<file path="src/verilog/rkd_pkg.sv">
// package: constants and carrier types for the resistor keypad decoder and led blinker
package rkd_pkg;
  // ******************************************************************
  // converter lower bounds (integer codes, fractions rounded up)
  // ******************************************************************
  localparam logic [7:0] IDLE_MIN = 8'hf0;    // 239.7
  localparam logic [7:0] POWER_MIN = 8'ha1;   // 160.3
  localparam logic [7:0] PLAY_MIN = 8'h78;    // 120
  localparam logic [7:0] FORWARD_MIN = 8'h4c; // 75.1
  localparam logic [7:0] REVERSE_MIN = 8'h27; // 38.4
  localparam logic [7:0] PAUSE_MIN = 8'h0e;   // 13.9
  localparam logic [7:0] STOP_MIN = 8'h00;

  // ******************************************************************
  // button indices (also blink counts in test mode) and the start-up blink count
  // ******************************************************************
  localparam logic [2:0] BTN_NONE = 3'h0;
  localparam logic [2:0] BTN_POWER = 3'h1;
  localparam logic [2:0] BTN_PAUSE = 3'h2;
  localparam logic [2:0] BTN_PLAY = 3'h3;
  localparam logic [2:0] BTN_REVERSE = 3'h4;
  localparam logic [2:0] BTN_STOP = 3'h5;
  localparam logic [2:0] BTN_FORWARD = 3'h6;
  localparam logic [2:0] STARTUP_BLINKS = 3'h5;

  // ******************************************************************
  // timing
  // ******************************************************************
  localparam int CLK_HZ = 25000000;
  localparam int BLINK_ON_MS = 200;
  localparam int BLINK_OFF_MS = 200;
  localparam int GAP_MS = 2000;
  localparam int BLINK_ON_CYC = CLK_HZ / 1000 * BLINK_ON_MS;
  localparam int BLINK_OFF_CYC = CLK_HZ / 1000 * BLINK_OFF_MS;
  localparam int GAP_CYC = CLK_HZ / 1000 * GAP_MS;
  // edges after reset before the synchronised strap is trusted
  localparam logic [27:0] STRAP_WAIT_CYC = 28'h0000003;

  typedef enum logic [2:0] {ST_STRAP, ST_ON, ST_OFF, ST_GAP, ST_IDLE} rkd_state_e;

  typedef struct packed {
    logic [7:0] code;
    logic valid;
  } rkd_sample_s;

  typedef struct packed {
    logic [2:0] id;
    logic valid;
  } rkd_button_s;

  typedef struct packed {
    rkd_state_e state;
    logic [27:0] timer;
    logic [2:0] left;
    logic [2:0] burst;
    logic test_mode;
    logic led;
    rkd_button_s button;
    logic sel_s1;
    logic sel_s2;
  } rkd_state_s;
endpackage
</file>
<file path="src/verilog/rkd_keypad_blinker.sv">
// module: resistor ladder keypad decode and indicator led blinker
// Functional notes
// RQ1 - led output high lights both leds
// RQ2 - led output off from power-on
// RQ3 - six buttons read from one converter code
// RQ4 - idle, power, play lower bounds decode
// RQ5 - forward, reverse, pause, stop lower bounds
// RQ6 - test mode blinks five times at start
// RQ7 - held button blinks its index count
// RQ8 - two second gap, repeat until release
// RQ9 - test strap sampled once at power-up
// RQ10 - highest bound not above code wins
// RQ11 - user mode forwards button, no blinking
module rkd_keypad_blinker #(
  parameter int BLINK_ON_CYCLES = rkd_pkg::BLINK_ON_CYC,
  parameter int BLINK_OFF_CYCLES = rkd_pkg::BLINK_OFF_CYC,
  parameter int GAP_CYCLES = rkd_pkg::GAP_CYC
) (
  input wire logic mclk,
  input wire logic rst_n,
  input wire rkd_pkg::rkd_sample_s sample,
  input wire logic test_mode_select_pin_n,
  output logic led_drive,
  output rkd_pkg::rkd_button_s button
);
  // ******************************************************************
  // ladder decode
  // ******************************************************************
  // bounds in falling order; the idle bound heads the table
  localparam int NUM_BOUNDS = 7;
  localparam logic [7:0] BOUND [NUM_BOUNDS] = '{
    rkd_pkg::IDLE_MIN,
    rkd_pkg::POWER_MIN,
    rkd_pkg::PLAY_MIN,
    rkd_pkg::FORWARD_MIN,
    rkd_pkg::REVERSE_MIN,
    rkd_pkg::PAUSE_MIN,
    rkd_pkg::STOP_MIN
  };
  localparam logic [2:0] BOUND_ID [NUM_BOUNDS] = '{
    rkd_pkg::BTN_NONE,
    rkd_pkg::BTN_POWER,
    rkd_pkg::BTN_PLAY,
    rkd_pkg::BTN_FORWARD,
    rkd_pkg::BTN_REVERSE,
    rkd_pkg::BTN_PAUSE,
    rkd_pkg::BTN_STOP
  };

  logic [NUM_BOUNDS-1:0] at_or_above;
  logic [NUM_BOUNDS-1:0] first_hit;
  logic [2:0] pick_id [NUM_BOUNDS];
  logic [2:0] merged_id [NUM_BOUNDS+1];
  logic [2:0] decoded;

  // one shared converter input carries all six buttons
  assign merged_id[0] = rkd_pkg::BTN_NONE; // [RQ3]

  generate
    for (genvar i = 0; i < NUM_BOUNDS; i++) begin : g_bound
      assign at_or_above[i] = sample.code >= BOUND[i]; // [RQ4] [RQ5]
      if (i == 0) begin : g_top
        assign first_hit[i] = at_or_above[i]; // [RQ10]
      end else begin : g_lower
        // the highest bound not above the code wins, lower ones are masked
        assign first_hit[i] = at_or_above[i] & ~at_or_above[i - 1]; // [RQ10]
      end
      // exactly one entry hits, so an or-merge of the picks is enough
      assign pick_id[i] = first_hit[i] ? BOUND_ID[i] : rkd_pkg::BTN_NONE;
      assign merged_id[i + 1] = merged_id[i] | pick_id[i];
    end
  endgenerate

  assign decoded = merged_id[NUM_BOUNDS];

  // ******************************************************************
  // state
  // ******************************************************************
  rkd_pkg::rkd_state_s r;
  rkd_pkg::rkd_state_s next_r;
  logic [2:0] held;

  always_comb begin
    next_r = r;
    next_r.sel_s1 = test_mode_select_pin_n;
    next_r.sel_s2 = r.sel_s1;
    next_r.button.valid = 1'b0;
    if (sample.valid) begin
      next_r.button.id = decoded;
      // user mode passes each decoded reading taken in ST_IDLE on
      next_r.button.valid = ~r.test_mode && r.state == rkd_pkg::ST_IDLE; // [RQ11]
    end
    held = next_r.button.id;
    if (r.timer != 28'h0000000) begin
      next_r.timer = r.timer - 28'h0000001;
    end
    case (r.state)
      rkd_pkg::ST_STRAP: begin
        // strap settled through synchroniser; caught once, never again
        if (r.timer == 28'h0000000) begin
          next_r.test_mode = ~r.sel_s2; // [RQ9]
          if (~r.sel_s2) begin
            next_r.state = rkd_pkg::ST_ON; // [RQ6]
            next_r.left = rkd_pkg::STARTUP_BLINKS;
            next_r.burst = rkd_pkg::BTN_NONE;
            next_r.led = 1'b1; // [RQ1]
            next_r.timer = 28'(BLINK_ON_CYCLES - 1);
          end else begin
            next_r.state = rkd_pkg::ST_IDLE; // [RQ11]
          end
        end
      end
      rkd_pkg::ST_ON: begin
        if (r.timer == 28'h0000000) begin
          next_r.led = 1'b0;
          next_r.left = r.left - 3'h1;
          next_r.state = rkd_pkg::ST_OFF;
          next_r.timer = 28'(BLINK_OFF_CYCLES - 1);
        end
      end
      rkd_pkg::ST_OFF: begin
        if (r.timer == 28'h0000000) begin
          if (r.left != 3'h0) begin
            next_r.led = 1'b1; // [RQ7]
            next_r.state = rkd_pkg::ST_ON;
            next_r.timer = 28'(BLINK_ON_CYCLES - 1);
          end else if (r.burst == rkd_pkg::BTN_NONE) begin
            next_r.state = rkd_pkg::ST_IDLE;
          end else begin
            next_r.state = rkd_pkg::ST_GAP; // [RQ8]
            next_r.timer = 28'(GAP_CYCLES - 1);
          end
        end
      end
      rkd_pkg::ST_GAP: begin
        // release ends the repetition at once
        if (held != r.burst) begin // [RQ8]
          next_r.state = rkd_pkg::ST_IDLE;
          next_r.timer = 28'h0000000;
        end else if (r.timer == 28'h0000000) begin
          next_r.led = 1'b1; // [RQ8]
          next_r.left = r.burst;
          next_r.state = rkd_pkg::ST_ON;
          next_r.timer = 28'(BLINK_ON_CYCLES - 1);
        end
      end
      rkd_pkg::ST_IDLE: begin
        // a press seen mid-burst is not queued; it is picked up once back here
        if (r.test_mode && sample.valid && decoded != rkd_pkg::BTN_NONE) begin
          next_r.burst = decoded; // [RQ7]
          next_r.left = decoded;
          next_r.led = 1'b1; // [RQ1]
          next_r.state = rkd_pkg::ST_ON;
          next_r.timer = 28'(BLINK_ON_CYCLES - 1);
        end
      end
      default: begin
        next_r.state = rkd_pkg::ST_IDLE;
        next_r.led = 1'b0;
      end
    endcase
  end

  // ******************************************************************
  // registers
  // ******************************************************************
  // reset holds the led dark; sync flops preset to the user-mode level
  always_ff @(posedge mclk) begin
    if (!rst_n) begin
      r <= '0; // [RQ2]
      r.state <= rkd_pkg::ST_STRAP;
      r.timer <= rkd_pkg::STRAP_WAIT_CYC; // [RQ9]
      r.sel_s1 <= 1'b1;
      r.sel_s2 <= 1'b1;
    end else begin
      r <= next_r;
    end
  end

  // ******************************************************************
  // outputs
  // ******************************************************************
  // both come straight from flops so the driver stage sees no glitches
  assign led_drive = r.led; // [RQ1]
  assign button = r.button; // [RQ11]
endmodule // rkd_keypad_blinker

</file>
<file path="config.mk">
export PLATFORM = sky130hd
export DESIGN_NAME = rkd_keypad_blinker
export DESIGN_NICKNAME = d
export VERILOG_FILES = /design/src/verilog/rkd_pkg.sv /design/src/verilog/rkd_keypad_blinker.sv
export SDC_FILE = /design/constraint.sdc
export NUM_CORES = 1
export LEC_CHECK = 0
export BUFFER_PORTS_ARGS = -buffer_cell sky130_fd_sc_hd__buf_2
export CELL_PAD_IN_SITES_DETAIL_PLACEMENT = 0
export CELL_PAD_IN_SITES_GLOBAL_PLACEMENT = 2
export CORE_ASPECT_RATIO = 2
export CORE_MARGIN = 8
export CORE_UTILIZATION = 36
export DETAILED_ROUTE_END_ITERATION = 10
export PLACE_DENSITY = 0.88
export SLEW_MARGIN = 20
export SYNTH_ARGS = -nofsm -noshare
export SYNTH_HDL_FRONTEND = slang
export SYNTH_SLANG_ARGS = --single-unit
</file>
<file path="constraint.sdc">
create_clock -name mclk -period 3.8 [get_ports mclk]
set_clock_uncertainty 0.05 [all_clocks]
set_input_delay 0.38 -clock mclk [delete_from_list [all_inputs] [get_ports mclk]]
set_output_delay 0.38 -clock mclk [all_outputs]
set_load 0.02 [all_outputs]
</file>
==> impl_metrics.toml <==
[sta]
worst_pin_slew_ns = 0.842
min_period_ns = 2.94
finalMaxSlewViolations = 0
worst_slack_ns = 0.858
hold_violations = 0
max_freq_mhz = 340
slew_headroom = 0.436
rsz0062_at_grt = "no"
setup_tns_ns = 0
setup_violations = 0
finalCritPeriodShare = 0.774

[global_routing]
overflow = 0
grt_pass1_vias = 3072
grt_pass1_wl_um = 15500
grt_usage = 0.169
grt_max_degree = 37
antenna_found_initial = 0

[worst_setup_path]
critPathRequiredTime_ns = 3.92
worstPathArrival_ns = 3.06
cp-start-kind = "flip-flop"
r2r_end = "r[21]$_SDFF_PN0_"
critPathLaunch = "r[17]$_SDFF_PN0_"
ff2ff_setup_slack_ns = 0.86
critical_path.max_fanout = 15
crit_type = "flip-flop to flip-flop"
crit_path_end_kind = "flip-flop"
reg2reg_depth = 9
crit_end = "r[21]$_SDFF_PN0_"
r2r_start = "r[17]$_SDFF_PN0_"

[run_status]
status = "complete, no violations"

[die]
ios = 17
core_um2 = 8230
die_w_um = 80.9
die_area_um2 = 11800
start_util = 0.368
core.rowCount = 47
die_y_um = 146

[placed_design]
dpl_worst_slack_ns = 0.780
gp_congestion = 0.908
dpl.hpwl_um = 7340
placed_cell_area_um2 = 3170
port_buffers = 16

[logic_synthesis]
syn-num-nets = 426
synth_flop_cell = "dfxtp_1"
yosysUniqueCellTypes = 63
netlist_area_um2 = 3030
syn_inst = 410
ys_seq_area_frac = 0.297
synth_warnings = 0
synth_edf_count = 0
ys_seq_elements = 45
avgSynthCellArea_um2 = 7.39
async_reset_ff_frac = 0

[clock_tree]
ctsHoldBuffers = 0
clkLatencyLatePin_ns = 0.29
clkTransAtPathRegs_ns = 0.07
cts_tree = "built"
root_buffer = "clkbuf_16"
cts_setup_buffers = 0
cts_buffers = 5
clk_path_buf_depth = 2
cts.sinks = 45
htree_num_levels = 2
cts_resized = 0

[cells_and_area]
design_area_um2 = 3340
area_growth_pct = 10.1
final_cell_mix = "nor2_1, dfxtp_1, nand2_1, a21oi_1, nor3_1"
fin_util = 0.405
layout-drive-gt1-share = 0.106
fin_nets = 431
final_common_cell = "nor2_1"
diodes = 0
n_fill_cell = 917

[drt]
first_iter_violations = 157
drc_errors = 0
wl_per_cell_um = 18.7
first_pass_iters = 4
antenna_left = 0
wl_um = 9590
vias_per_cell = 5.82
via_count = 2994

[pwr]
vdd_drop_max_mv = 0.279
power.switching_mw = 1.02
power_frac_comb = 0.479
power_mw = 2.36
p_sw_frac = 0.431
power_density_nw_per_um2 = 708
pwr-share-seq = 0.300
internal_power_mw = 1.34
clkPwrFrac = 0.221
p_leak_nw = 1.28

[min_path]
min_from = "test_mode_select_pin_n"
hold_class = "primary input to flip-flop"

[job]
cap_violations = 0
[metrics by stage]
step                      instances  hold WS, ns
after floorplan                 410        0.336
after global placement          506        0.339
after detailed placement        506        0.343
after CTS                       514        0.213
after global routing            514        0.234
final                           514        0.220
[state kept, by name, indices dropped and copies added (netlist names)]
name       cells
r             39
next_r         1
button         4
led_drive      1
[critical path, stage by stage, from the launching register on]
cell      delay [ns]
dfxtp_1         0.34
or3_4           0.42
or3b_4          0.45
nor4_4          0.25
buf_4           0.27
nor2_1          0.07
o21ai_0         0.34
o211ai_1        0.17
o21ai_2         0.35
nor2_1          0.09
[Yosys cell counts, drive strengths merged, types with 3 or more instances]
library cell / count / area, µm²
a21boi: 4 / 30.0
dfxtp: 45 / 901
nand3: 9 / 45.0
ha: 4 / 50.1
nor2: 65 / 244
o31ai: 8 / 60.1
or2: 4 / 25.0
nand4: 7 / 43.8
a31oi: 8 / 50.1
or3: 5 / 36.3
o21ai: 23 / 119
buf: 9 / 53.8
and2: 4 / 25.0
or4: 3 / 22.5
clkbuf: 14 / 52.6
xor2: 15 / 131
a211oi: 6 / 45.0
nand2b: 6 / 37.5
mux2i: 5 / 50.1
xnor2: 14 / 123
a21oi: 32 / 175
inv: 13 / 48.8
nor3b: 3 / 22.5
nor3: 20 / 100
o211ai: 5 / 42.5
nand2: 37 / 139
a311oi: 3 / 26.3
o22ai: 3 / 18.8
nor4: 10 / 90.1
[per-layer routing]
| layer | routed length (µm) | global-route usage | vias to the layer above |
|---|---|---|---|
| met5 | 0 | 0 | - |
| met4 | 397 | 0.0883 | 0 |
| met3 | 226 | 0.0235 | 24 |
| met2 | 5540 | 0.327 | 77 |
| met1 | 3420 | 0.158 | 1410 |
| li1 | - | - | 1483 |
[area by class of cell]
type	instances	area [µm²]	area share
clock inverters	1	30.0	0.00900
inverters	14	52.6	0.0157
well taps	98	123	0.0367
flip-flops and latches	45	901	0.270
multi-input cells	328	1970	0.591
clock buffers	7	143	0.0427
repair buffers	21	118	0.0352
[cells by family after synthesis]
group,Yosys count,synth area share
buf+inv,37,0.0524
fa+ha+maj,4,0.0165
mux,5,0.0165
simple gates,178,0.288
xor+xnor,29,0.0838
compound gates,112,0.246
flops,45,0.297
[how the worst min path moves through the flow]
stage | to | cells after the start
floorplan | r[0]$_SDFF_PN1_ | 1
global placement | r[0]$_SDFF_PN1_ | 1
finish | next_r[0]$_SDFF_PN1_ | 2
CTS | next_r[0]$_SDFF_PN1_ | 2
global route | next_r[0]$_SDFF_PN1_ | 2
detailed placement | r[0]$_SDFF_PN1_ | 1
[power by group through the flow]
stage          Sequential (mW)  Clock, mW  Combinational (mW)
6_report                 0.708      0.523                1.13
2_1_floorplan            0.678          0               0.879
3_5_place_dp             0.715          0                1.12
5_1_grt                  0.722      0.545                1.27
4_1_cts                  0.705      0.532                1.13
3_3_place_gp             0.712          0                1.12
Note: power is estimated with default switching activity, not from simulation.
